<file path="config.mk">
export PLATFORM = sky130hd
export DESIGN_NAME = upi_power_state
export DESIGN_NICKNAME = d
export VERILOG_FILES = /design/src/logic/upi_pkg.sv /design/src/logic/upi_desc_if.sv /design/src/logic/upi_desc_rom.sv /design/src/logic/upi_power_state.sv
export SDC_FILE = /design/constraint.sdc
export NUM_CORES = 1
export LEC_CHECK = 0
export BUFFER_PORTS_ARGS = -buffer_cell sky130_fd_sc_hd__buf_4
export CORE_UTILIZATION = 41
export CTS_BUF_LIST = sky130_fd_sc_hd__clkbuf_16
export DETAILED_ROUTE_END_ITERATION = 12
export GPL_ROUTABILITY_DRIVEN = 0
export PLACE_DENSITY = 0.8
export SLEW_MARGIN = 30
export SYNTH_ARGS = -nofsm -noshare
export SYNTH_HDL_FRONTEND = slang
export SYNTH_SLANG_ARGS = --single-unit
</file>
<file path="constraint.sdc">
create_clock -name sys_clk -period 1.43 [get_ports sys_clk]
set_input_delay 0.2145 -clock sys_clk [delete_from_list [all_inputs] [get_ports sys_clk]]
set_output_delay 0.2145 -clock sys_clk [all_outputs]
set_load 0.01 [all_outputs]
</file>
<file path="src/logic/upi_pkg.sv">
// constants for the usb power-state indicator block
// assumes one 200 MHz clock domain; otp values are steady levels
package upi_pkg;
  // power class boundary, one unit load in 2 mA units
  localparam logic [7:0] MAX_POWER_ONE_LOAD = 8'h32;
  // arbitrary neutral identity defaults
  localparam logic [15:0] DEFAULT_VID = 16'h0ABC;
  localparam logic [15:0] DEFAULT_PID = 16'h0DEF;
  localparam logic [7:0] DEFAULT_MAX_POWER = 8'h32;
  // configuration values
  localparam logic [7:0] CONFIG_ONE = 8'h01;
  localparam logic [7:0] CONFIG_NONE = 8'h00;
  // standard request codes
  localparam logic [7:0] REQ_GET_STATUS = 8'h00;
  localparam logic [7:0] REQ_SET_ADDRESS = 8'h05;
  localparam logic [7:0] REQ_GET_DESCRIPTOR = 8'h06;
  localparam logic [7:0] REQ_GET_CONFIG = 8'h08;
  localparam logic [7:0] REQ_SET_CONFIG = 8'h09;
  // request type field layout
  localparam int RT_TYPE_MSB = 6;
  localparam int RT_TYPE_LSB = 5;
  localparam logic [1:0] RT_TYPE_STD = 2'h0;
  localparam logic [3:0] CONTROL_EP = 4'h0;
  localparam int ADDR_W = 7;
  localparam logic [ADDR_W-1:0] ADDR_NONE = 7'h00;
  localparam logic [7:0] STATUS_BYTE = 8'h00;
  // descriptor image: device descriptor then configuration set
  localparam int DEV_DESC_LEN = 18;
  // config, two interfaces at 9 bytes each, three endpoints at 7 bytes each
  localparam int CFG_DESC_LEN = 48;
  localparam int DESC_LEN = DEV_DESC_LEN + CFG_DESC_LEN;
  // 66 bytes no longer fit a 6-bit index
  localparam int DESC_AW = 7;
  localparam int VID_LO_IDX = 8;
  localparam int VID_HI_IDX = 9;
  localparam int PID_LO_IDX = 10;
  localparam int PID_HI_IDX = 11;
  localparam int MAXPWR_IDX = DEV_DESC_LEN + 8;
  // reset levels
  localparam logic LOW_POWER_RESET = 1'b0;
  localparam logic PULLUP_RESET = 1'b0;
endpackage

</file>
<file path="src/logic/upi_desc_if.sv">
// carrier between the state logic and the descriptor image
// assumes both ends share one clock; the lookup is combinational
`timescale 1ns/100ps
`default_nettype none
interface upi_desc_if;
  logic [upi_pkg::DESC_AW-1:0] addr;
  logic [7:0] data;
  logic [15:0] vid;
  logic [15:0] pid;
  logic [7:0] maxPower;
  modport rom (input addr, input vid, input pid, input maxPower, output data);
  modport user (output addr, output vid, output pid, output maxPower, input data);
endinterface
`default_nettype wire

</file>
<file path="src/logic/upi_desc_rom.sv">
// descriptor image: one config, ep0 control, two interfaces, three endpoints
// assumes the caller registers the returned byte
`timescale 1ns/100ps
`default_nettype none
module upi_desc_rom (
  upi_desc_if.rom desc
);
  // fixed image; identity and power bytes are patched below
  localparam logic [7:0] IMAGE [0:upi_pkg::DESC_LEN-1] = '{
    8'h12, 8'h01, 8'h00, 8'h02, 8'h02, 8'h00, 8'h00, 8'h40,
    8'h00, 8'h00, 8'h00, 8'h00, 8'h01, 8'h00, 8'h01, 8'h02,
    8'h03, 8'h01,
    8'h09, 8'h02, 8'h30, 8'h00, 8'h02, 8'h01, 8'h00, 8'h80, 8'h00,
    8'h09, 8'h04, 8'h00, 8'h00, 8'h01, 8'h02, 8'h02, 8'h01, 8'h00,
    8'h07, 8'h05, 8'h81, 8'h03, 8'h10, 8'h00, 8'h10,
    8'h09, 8'h04, 8'h01, 8'h00, 8'h02, 8'h0A, 8'h00, 8'h00, 8'h00,
    8'h07, 8'h05, 8'h82, 8'h02, 8'h40, 8'h00, 8'h00,
    8'h07, 8'h05, 8'h03, 8'h02, 8'h40, 8'h00, 8'h00};

  // identity override and power class patching
  always_comb begin
    case (int'(desc.addr))
      upi_pkg::VID_LO_IDX: desc.data = desc.vid[7:0];
      upi_pkg::VID_HI_IDX: desc.data = desc.vid[15:8];
      upi_pkg::PID_LO_IDX: desc.data = desc.pid[7:0];
      upi_pkg::PID_HI_IDX: desc.data = desc.pid[15:8];
      upi_pkg::MAXPWR_IDX: desc.data = desc.maxPower;
      default: begin
        // out of range reads return zero rather than wrap
        if (int'(desc.addr) < upi_pkg::DESC_LEN) begin
          desc.data = IMAGE[desc.addr];
        end else begin
          desc.data = 8'h00;
        end
      end
    endcase
  end
endmodule
`default_nettype wire

</file>
<file path="src/logic/upi_power_state.sv">
// usb attach, device state and low-power indication for a serial bridge
// assumes a link engine that decodes packets and hands over setup requests
`timescale 1ns/100ps
`default_nettype none
module upi_power_state (
  input wire logic sys_clk,
  input wire logic rst,
  input wire logic otpLowPowerInvert,
  input wire logic otpSenseGateEn,
  input wire logic otpVidValid,
  input wire logic [15:0] otpVid,
  input wire logic otpPidValid,
  input wire logic [15:0] otpPid,
  input wire logic otpMaxPowerValid,
  input wire logic [7:0] otpMaxPower,
  input wire logic busSupplyDetect,
  input wire logic usbBusReset,
  input wire logic usbSuspend,
  input wire logic setupValid,
  input wire logic [3:0] setupEndpoint,
  input wire logic [7:0] setupRequestType,
  input wire logic [7:0] setupRequest,
  input wire logic [15:0] setupValue,
  input wire logic statusDone,
  input wire logic descReadEn,
  input wire logic [upi_pkg::DESC_AW-1:0] descAddr,
  output logic lowPowerIndicator,
  output logic usbDataPlusPadPullupEn,
  output logic setupAck,
  output logic setupStall,
  output logic [7:0] replyByte,
  output logic [upi_pkg::ADDR_W-1:0] deviceAddress,
  output logic configured,
  output logic suspended,
  output logic [7:0] descData,
  output logic descValid
);
  typedef enum logic [1:0] {
    UPI_DEFAULT,
    UPI_ADDRESSED,
    UPI_CONFIGURED
  } upi_state_type;

  upi_state_type state_ff;
  upi_state_type nxt_state;
  logic [upi_pkg::ADDR_W-1:0] addr_ff;
  logic [upi_pkg::ADDR_W-1:0] nxt_addr;
  logic [upi_pkg::ADDR_W-1:0] pendAddr_ff;
  logic [upi_pkg::ADDR_W-1:0] nxt_pendAddr;
  logic pendValid_ff;
  logic nxt_pendValid;
  logic ack_ff;
  logic nxt_ack;
  logic stall_ff;
  logic nxt_stall;
  logic [7:0] reply_ff;
  logic [7:0] nxt_reply;
  logic configured_ff;
  logic nxt_configured;
  logic suspend_ff;
  logic nxt_suspend;
  logic low_power_indicator_ff;
  logic nxt_low_power_indicator;
  logic pullup_ff;
  logic nxt_pullup;
  logic [7:0] descData_ff;
  logic [7:0] nxt_descData;
  logic descValid_ff;
  logic nxt_descValid;
  logic [7:0] maxPower;
  logic isStd;
  logic lowPowerAsserted;

  upi_desc_if descBus ();

  // identity and power class with otp overrides
  assign maxPower = otpMaxPowerValid ? otpMaxPower : upi_pkg::DEFAULT_MAX_POWER;
  assign descBus.vid = otpVidValid ? otpVid : upi_pkg::DEFAULT_VID;
  assign descBus.pid = otpPidValid ? otpPid : upi_pkg::DEFAULT_PID;
  assign descBus.maxPower = maxPower;
  assign descBus.addr = descAddr;

  upi_desc_rom descRom (
    .desc(descBus)
  );

  assign isStd = setupRequestType[upi_pkg::RT_TYPE_MSB:upi_pkg::RT_TYPE_LSB] == upi_pkg::RT_TYPE_STD;

  // usb device state and standard request decode on ep0
  always_comb begin
    nxt_state = state_ff;
    nxt_addr = addr_ff;
    nxt_pendAddr = pendAddr_ff;
    nxt_pendValid = pendValid_ff;
    nxt_ack = 1'b0;
    nxt_stall = 1'b0;
    nxt_reply = reply_ff;
    if (usbBusReset) begin
      // bus reset outranks any request in the same cycle
      nxt_state = UPI_DEFAULT;
      nxt_addr = upi_pkg::ADDR_NONE;
      nxt_pendValid = 1'b0;
    end else begin
      // new address applies only after the status stage, per usb
      if (statusDone && pendValid_ff) begin
        nxt_addr = pendAddr_ff;
        nxt_pendValid = 1'b0;
        if (pendAddr_ff == upi_pkg::ADDR_NONE) begin
          nxt_state = UPI_DEFAULT;
        end else if (state_ff == UPI_DEFAULT) begin
          nxt_state = UPI_ADDRESSED;
        end
      end
      if (setupValid) begin
        // non-zero endpoints and non-standard requests are refused
        if (setupEndpoint != upi_pkg::CONTROL_EP || !isStd) begin
          nxt_stall = 1'b1;
        end else begin
          case (setupRequest)
            upi_pkg::REQ_SET_ADDRESS: begin
              if (state_ff == UPI_CONFIGURED) begin
                nxt_stall = 1'b1;
              end else begin
                nxt_pendAddr = setupValue[upi_pkg::ADDR_W-1:0];
                nxt_pendValid = 1'b1;
                nxt_ack = 1'b1;
              end
            end
            upi_pkg::REQ_SET_CONFIG: begin
              if (state_ff == UPI_DEFAULT) begin
                nxt_stall = 1'b1;
              end else if (setupValue[7:0] == upi_pkg::CONFIG_ONE) begin
                nxt_state = UPI_CONFIGURED;
                nxt_ack = 1'b1;
              end else if (setupValue[7:0] == upi_pkg::CONFIG_NONE) begin
                nxt_state = UPI_ADDRESSED;
                nxt_ack = 1'b1;
              end else begin
                nxt_stall = 1'b1;
              end
            end
            upi_pkg::REQ_GET_CONFIG: begin
              nxt_reply = (state_ff == UPI_CONFIGURED) ? upi_pkg::CONFIG_ONE : upi_pkg::CONFIG_NONE;
              nxt_ack = 1'b1;
            end
            upi_pkg::REQ_GET_STATUS: begin
              nxt_reply = upi_pkg::STATUS_BYTE;
              nxt_ack = 1'b1;
            end
            upi_pkg::REQ_GET_DESCRIPTOR: begin
              // the bytes themselves come over the descriptor port
              nxt_ack = 1'b1;
            end
            default: begin
              nxt_stall = 1'b1;
            end
          endcase
        end
      end
    end
    // registered copy so the output comes straight from a flip-flop
    nxt_configured = (nxt_state == UPI_CONFIGURED);
  end

  always_ff @(posedge sys_clk or posedge rst) begin
    if (rst) begin
      state_ff <= UPI_DEFAULT;
      configured_ff <= 1'b0;
      addr_ff <= upi_pkg::ADDR_NONE;
      pendAddr_ff <= upi_pkg::ADDR_NONE;
      pendValid_ff <= 1'b0;
      ack_ff <= 1'b0;
      stall_ff <= 1'b0;
      reply_ff <= upi_pkg::CONFIG_NONE;
    end else begin
      state_ff <= nxt_state;
      configured_ff <= nxt_configured;
      addr_ff <= nxt_addr;
      pendAddr_ff <= nxt_pendAddr;
      pendValid_ff <= nxt_pendValid;
      ack_ff <= nxt_ack;
      stall_ff <= nxt_stall;
      reply_ff <= nxt_reply;
    end
  end

  // power indication and attach gating
  always_comb begin
    nxt_suspend = usbSuspend && !usbBusReset;
    lowPowerAsserted = suspend_ff;
    if (maxPower > upi_pkg::MAX_POWER_ONE_LOAD && state_ff != UPI_CONFIGURED) begin
      lowPowerAsserted = 1'b1;
    end
    // default polarity drives low when asserted
    nxt_low_power_indicator = otpLowPowerInvert ? lowPowerAsserted : !lowPowerAsserted;
    // sense only matters when the otp enable picks it
    nxt_pullup = !(otpSenseGateEn && !busSupplyDetect);
  end

  // reset level is fixed low, the asserted level of the default polarity
  always_ff @(posedge sys_clk or posedge rst) begin
    if (rst) begin
      suspend_ff <= 1'b0;
      low_power_indicator_ff <= upi_pkg::LOW_POWER_RESET;
      pullup_ff <= upi_pkg::PULLUP_RESET;
    end else begin
      suspend_ff <= nxt_suspend;
      low_power_indicator_ff <= nxt_low_power_indicator;
      pullup_ff <= nxt_pullup;
    end
  end

  // descriptor byte fetch, one cycle latency
  always_comb begin
    nxt_descValid = descReadEn;
    nxt_descData = descReadEn ? descBus.data : descData_ff;
  end

  always_ff @(posedge sys_clk or posedge rst) begin
    if (rst) begin
      descData_ff <= 8'h00;
      descValid_ff <= 1'b0;
    end else begin
      descData_ff <= nxt_descData;
      descValid_ff <= nxt_descValid;
    end
  end

  // all outputs come straight from flip-flops
  assign lowPowerIndicator = low_power_indicator_ff;
  assign usbDataPlusPadPullupEn = pullup_ff;
  assign setupAck = ack_ff;
  assign setupStall = stall_ff;
  assign replyByte = reply_ff;
  assign deviceAddress = addr_ff;
  assign configured = configured_ff;
  assign suspended = suspend_ff;
  assign descData = descData_ff;
  assign descValid = descValid_ff;
endmodule
`default_nettype wire

</file>
==> results of run 1 <==
==> cells in the final DEF, fill, tap and decap left out, types with 2 or more instances in the layout <==
cell type,n
a21o_1,2
a21oi_1,19
a22oi_1,3
a31oi_1,10
a32o_1,2
a32oi_1,3
and3_1,4
and4_1,2
buf_4,156
buf_6,4
clkbuf_16,5
clkinv_2,2
clkinvlp_4,2
conb_1,7
dfrtp_1,33
ha_4,4
inv_1,8
mux2_4,7
mux2i_1,3
nand2_1,29
nand2_2,2
nand2b_1,8
nand3_1,4
nand3_2,4
nor2_1,17
nor2b_1,7
nor3_1,5
nor3b_1,2
nor4_1,2
nor4_4,2
o211ai_1,2
o21ai_0,13
o21ai_1,7
o22ai_1,2
o32ai_1,2
or2_2,2
or3_4,2
==> report_power, final <==
part	switching (mW)	internal (mW)
registers	0.0212	0.965
logic	0.319	0.371
clock network	0.384	0.637
total	0.725	1.97
==> flip-flops by register name (all words and copies together) (netlist names), 2 cells and up <==
| register | count |
|---|---|
| descData | 8 |
| deviceAddress | 7 |
| pendAddr_ff | 7 |
| state_ff | 2 |
==> what timing repair did <==
item | in CTS | in global routing
endpoints found under the setup margin | 17 | 20
pin swaps | 3 | 13
cloned | 0 | 0
setup buffers | 0 | 7
hold endpoints to repair | 0 | 0
resized for setup | 12 | 30
==> worst register-to-register path, cell delays in order, from the launching register on <==
cell	delay, ns
dfrtp_1	0.39
nand2b_1	0.14
nand3_2	0.17
nor2_8	0.23
mux2_4	0.33
==> layer usage <==
layer,vias up,share of wire
met5,-,0
li1,1303,-
met1,1363,0.40
met2,151,0.50
met4,0,0.027
met3,20,0.075
==> final cells by class <==
type / instances / share of cell area
timing repair buffer: 162 / 0.317
sequential: 33 / 0.209
clock buffer: 5 / 0.0317
inverter: 11 / 0.0146
multi-input combinational: 215 / 0.400
tap: 72 / 0.0228
clock inverter: 3 / 0.00444
==> through the flow <==
stage	power, mW	TNS [ns]	setup WS [ns]	cells
floorplan	1.26	-1.88	-0.153	282
global placement	1.61	-5.05	-0.322	486
detailed placement	1.63	-6.54	-0.429	486
CTS	2.67	-0.566	-0.0779	494
global route	2.79	-1.71	-0.179	501
finish	2.70	-1.02	-0.130	501
==> logic make-up after synthesis <==
group	after synthesis	synth area share
buffers and inverters	34	0.0719
DFF	33	0.351
AOI/OAI and AO/OA	84	0.235
other	1	0.00160
xor gates and xnor gates	2	0.00746
and+or+nand+nor	106	0.255
adders and majority gates	5	0.0266
muxes	11	0.0511
==> worst paths after layout <==
kind | startpoint | to | slack (ns) | cells after the start
min in group sys_clk | otpSenseGateEn | usbDataPlusPadPullupEn$_DFF_PP0_ | 0.10 | 2
setup reg to reg | state_ff[1]$_DFF_PP0_ | pendAddr_ff[3]$_DFFE_PP0P_ | 0.05 | 4
max in group asynchronous | rst | usbDataPlusPadPullupEn$_DFF_PP0_ | 1.10 | 3
setup / recovery | setupRequest[5] | pendAddr_ff[3]$_DFFE_PP0P_ | -0.13 | 6
hold reg to reg | deviceAddress[1]$_DFFE_PP0P_ | deviceAddress[1]$_DFFE_PP0P_ | 0.52 | 2
hold / removal | rst | descData[7]$_DFFE_PP0P_ | 0.04 | 3
==> results.ini, run 1 <==
[critical_path]
worst_ep_arrival_time_ns=1.72
crit_slowest_cell=or3_4
cp_num_buf_inv=1
path_delay_family=simple AND/OR/NAND/NOR gates
crit_chain=buf_6, nor4_4, nand3_2, or3_4, nor2_8, mux2_4
slowest_delay_ns=0.45
crit_type=input port to flip-flop
endpoint_kind=flip-flop
cp-start-kind=input port
worst-path-max-fanout=7
crit_required_ns=1.59

[placement]
port_buffers=104
hpwl_microns=6270
placed_area_sq_um=3570

[synth]
synthFlopType=dfrtp_1
netlist_area_sq_um=2350
synth_seq_cells=33
synth_edf_count=0
syn_inst=276
yosysMostFrequentCell=dfrtp_1
ys_top_cells_by_count=dfrtp_1 (33), nand2_1 (30), a21oi_1 (19)
synthTopCellsByArea=dfrtp_1 (35%), nand2_1 (4.8%), a21oi_1 (4.0%)
async_flop_share=1.00
synth_top_area_share=0.351
ys_warn_count=0
synth-seq-area-share=0.351
syn_area_per_cell_sq_um=8.51
synth_cell_type_count=64
synth_top_area_cell=dfrtp_1

[timing]
hold_ws_ns=0.0370
maxSlewViolCount=0
hold_viol=0
rsz0062_at_grt=yes
finalCritPeriodShare=1.09
final.setup.worst_slack_ns=-0.130
final-setup-viol-count=12
period_minus_slack_ns=1.56
maxClockFrequency_mhz=641
fin_skew_ns=0.00453

[die]
die_h_microns=77.7
start_util=0.427
rows=27
core_area_sq_um=5510
pin_count=126
fp.dieW_microns=77.7
die-area_sq_um=6040

[global_route]
grt_pass1_vias=2668
grt_max_degree=34
grt_overflow_total=0
grt_use_met1=0.334
gr-usage-met3=0.0529
antenna_found_initial=0
grt_pass1_wl_microns=12400
grt_use_met2=0.442
grt_usage=0.265
grt_busiest_layer=met2

[final_layout]
multi_input_area_sq_um=1580
fin_util=0.716
regArea_sq_um=826
fin_nets=529
area_growth_syn_to_layout_pct=67.8
antenna_cells=0
fillers=421
fin_area_sq_um=3940
drive_gt1_frac=0.494

[clocking]
cts_tree=done
clk_pin_slew_ns=0.05
root_buffer=clkbuf_16
clk_latency_ns=0.28
cts_buffer_depth=2
htree_levels=2
cts_buffers=5
cts.sinks=33
postCtsHoldBufs=0

[power_and_ir_drop]
ir_drop_uv=585
leakagePower_nw=1.85
p_per_area_nw_per_um2=684

[run_status]
outcome=finished, violations left
violations=negative setup slack

[route]
via_count=2837
wl_per_cell_microns=16.7
drc=0
drt_iter0_drc=226
viasPerCell=5.66
totalWireLength_microns=8350
firstDrtPassIters=5
ant_nets=0

[job]
drv_cap=0

[min_path]
hp-class=input port to async pin

No activity file was read; power rests on OpenSTA's default activity.
==> run 2, diff against run 1 <==
Settings changed: CORE_UTILIZATION 41 to 49, PLACE_DENSITY 0.8 to 0.89.
Clock period 1.43 ns to 1.9 ns, I/O delays scaled along.
==> run 2 against run 1 <==
  * Largest power group unchanged
  * Non-clock buffer count decreased by 38
  * The run ends with design-rule violations left
  * Worst hold slack better by 0.072 ns
  * Sequential share of layout area is 3.5 points higher
  * Critical path type unchanged
==> results.ini, run 2 (same netlist as run 1, synthesis figures left out) <==
[route]
ant_nets=0  ; unchanged
totalWireLength_microns=7170  ; -14%
viasPerCell=5.86  ; +3.4%
via_count=2594  ; -8.6%
firstDrtPassIters=8  ; +3
drt_iter0_drc=244  ; +8.0%
drc=7  ; +7
wl_per_cell_microns=16.2  ; -3.0%

[die]
core_area_sq_um=4470  ; -19%
rows=24  ; -11%
fp.dieW_microns=71.3  ; -8.3%
die_h_microns=71.3  ; -8.3%
die-area_sq_um=5080  ; -16%
pin_count=126  ; unchanged
start_util=0.525  ; +0.0984

[critical_path]
worst-path-max-fanout=7  ; unchanged
cp-start-kind=input port
worst_ep_arrival_time_ns=1.83  ; +0.11 ns
endpoint_kind=flip-flop
crit_slowest_cell=or3_4
crit_required_ns=2.06  ; +0.47 ns
r2r_start=state_ff[1]$_DFF_PP0_
cp_num_buf_inv=1  ; unchanged
ff2ff_setup_slack_ns=0.32  ; +0.27 ns
crit_chain=buf_4, nor4_1, nand3_1, or3_4, nor2_8, mux2_1
ff2ff_path_depth=4  ; unchanged
slowest_delay_ns=0.45  ; about the same
rr_endpoint=pendAddr_ff[1]$_DFFE_PP0P_
crit_type=input port to flip-flop
path_delay_family=simple AND/OR/NAND/NOR gates

[final_layout]
antenna_cells=0  ; unchanged
regArea_sq_um=826  ; unchanged
fin_util=0.756  ; +0.0402
multi_input_area_sq_um=1380  ; -13%
drive_gt1_frac=0.368  ; -0.126
largest_reg_flops=8  ; unchanged
area_growth_syn_to_layout_pct=44.0
final_cell_mix=buf_4 (124), dfrtp_1 (33), nand2_1 (30), a21oi_1 (19), nor2_1 (18)
fin_nets=491  ; -7.2%
fillers=349  ; -17%
final_common_cell=buf_4

[global_route]
grt_max_degree=34  ; unchanged
grt_pass1_wl_microns=11700  ; -6.1%
grt_pass1_vias=2537  ; -4.9%
grt_overflow_total=0  ; unchanged
grt_usage=0.296  ; +0.0316
antenna_found_initial=0  ; unchanged

[timing]
hold_ws_ns=0.109  ; +0.0722 ns
finalCritPeriodShare=0.878
period_minus_slack_ns=1.67
fin_skew_ns=0.00177  ; -0.00275 ns
maxSlewViolCount=0  ; unchanged
maxClockFrequency_mhz=599
rsz0062_at_grt=no
final-setup-viol-count=0  ; -12
hold_viol=0  ; unchanged

[power_and_ir_drop]
ir_drop_uv=473  ; -19%
p_total_mw=1.94  ; -28%
p_per_area_nw_per_um2=574  ; -16%
leakagePower_nw=1.64  ; -11%

[run_status]
outcome=finished, violations left
violations=design-rule violations

[clocking]
postCtsHoldBufs=0  ; unchanged
cts_buffers=5  ; unchanged
cts_tree=done
clk_latency_ns=0.28  ; about the same
cts_buffer_depth=2  ; unchanged
post-cts-setup-buffer-count=0  ; unchanged
ctsResizeCount=0  ; -12
root_buffer=clkbuf_16
cts.sinks=33  ; unchanged
clk_pin_slew_ns=0.05  ; about the same
htree_levels=2  ; unchanged

[placement]
hpwl_microns=5570  ; -11%
port_buffers=104  ; unchanged

[job]
drv_cap=0  ; unchanged

[min_path]
hp-class=input port to async pin

-- run 2: cell type report --
class | instances | share of cell area
multi-input cells | 215 | 0.407
repair buffers | 124 | 0.275
flip-flops and latches | 33 | 0.244
clock buffers | 5 | 0.0370
well taps | 52 | 0.0192
inverters | 11 | 0.0122
clock inverters | 3 | 0.00518
-- run 2: tightest hold or removal path, delay by kind of cell --
| kind | cells | cell delay, ns |
|---|---|---|
| buf+inv | 3 | 0.52 |
-- run 2: routing by layer --
metal	vias up	GRT usage	share of wire
met5	-	0	0
met4	0	0.116	0.028
met3	22	0.0745	0.094
met2	147	0.504	0.50
met1	1199	0.361	0.38
li1	1226	-	-
-- run 2: where the power goes --
part / total [mW] / internal, mW / leakage [nW] / switching, mW
clock: 0.777 / 0.479 / 0.0696 / 0.298
sequential: 0.738 / 0.726 / 0.437 / 0.0112
combinational: 0.427 / 0.223 / 1.13 / 0.204
total: 1.94 / 1.43 / 1.64 / 0.513
-- run 2: worst max path at each step --
stage                startpoint                          to  slack, ns  cells past startpoint
2_1_floorplan       descAddr[0]     descData[2]$_DFFE_PP0P_       0.16                      9
3_3_place_gp   setupEndpoint[1]  pendAddr_ff[6]$_DFFE_PP0P_       0.03                      6
3_5_place_dp   setupEndpoint[1]  pendAddr_ff[0]$_DFFE_PP0P_      -0.06                      6
4_1_cts        setupEndpoint[1]  pendAddr_ff[0]$_DFFE_PP0P_       0.22                      6
5_1_grt        setupEndpoint[1]  pendAddr_ff[0]$_DFFE_PP0P_       0.08                      6
6_report       setupEndpoint[1]  pendAddr_ff[1]$_DFFE_PP0P_       0.23                      6
-- run 2: metrics by stage --
| stage | cells | setup slack (ns) | setup TNS (ns) | area, sq um |
|---|---|---|---|---|
| 4_1_cts | 443 | 0.217 | 0 | 3380 |
| 3_5_place_dp | 435 | -0.0592 | -0.352 | 3240 |
| 3_3_place_gp | 435 | 0.0263 | 0 | 3240 |
| 2_1_floorplan | 282 | 0.160 | 0 | 2370 |
| 5_1_grt | 443 | 0.0824 | 0 | 3380 |
| 6_report | 443 | 0.231 | 0 | 3380 |
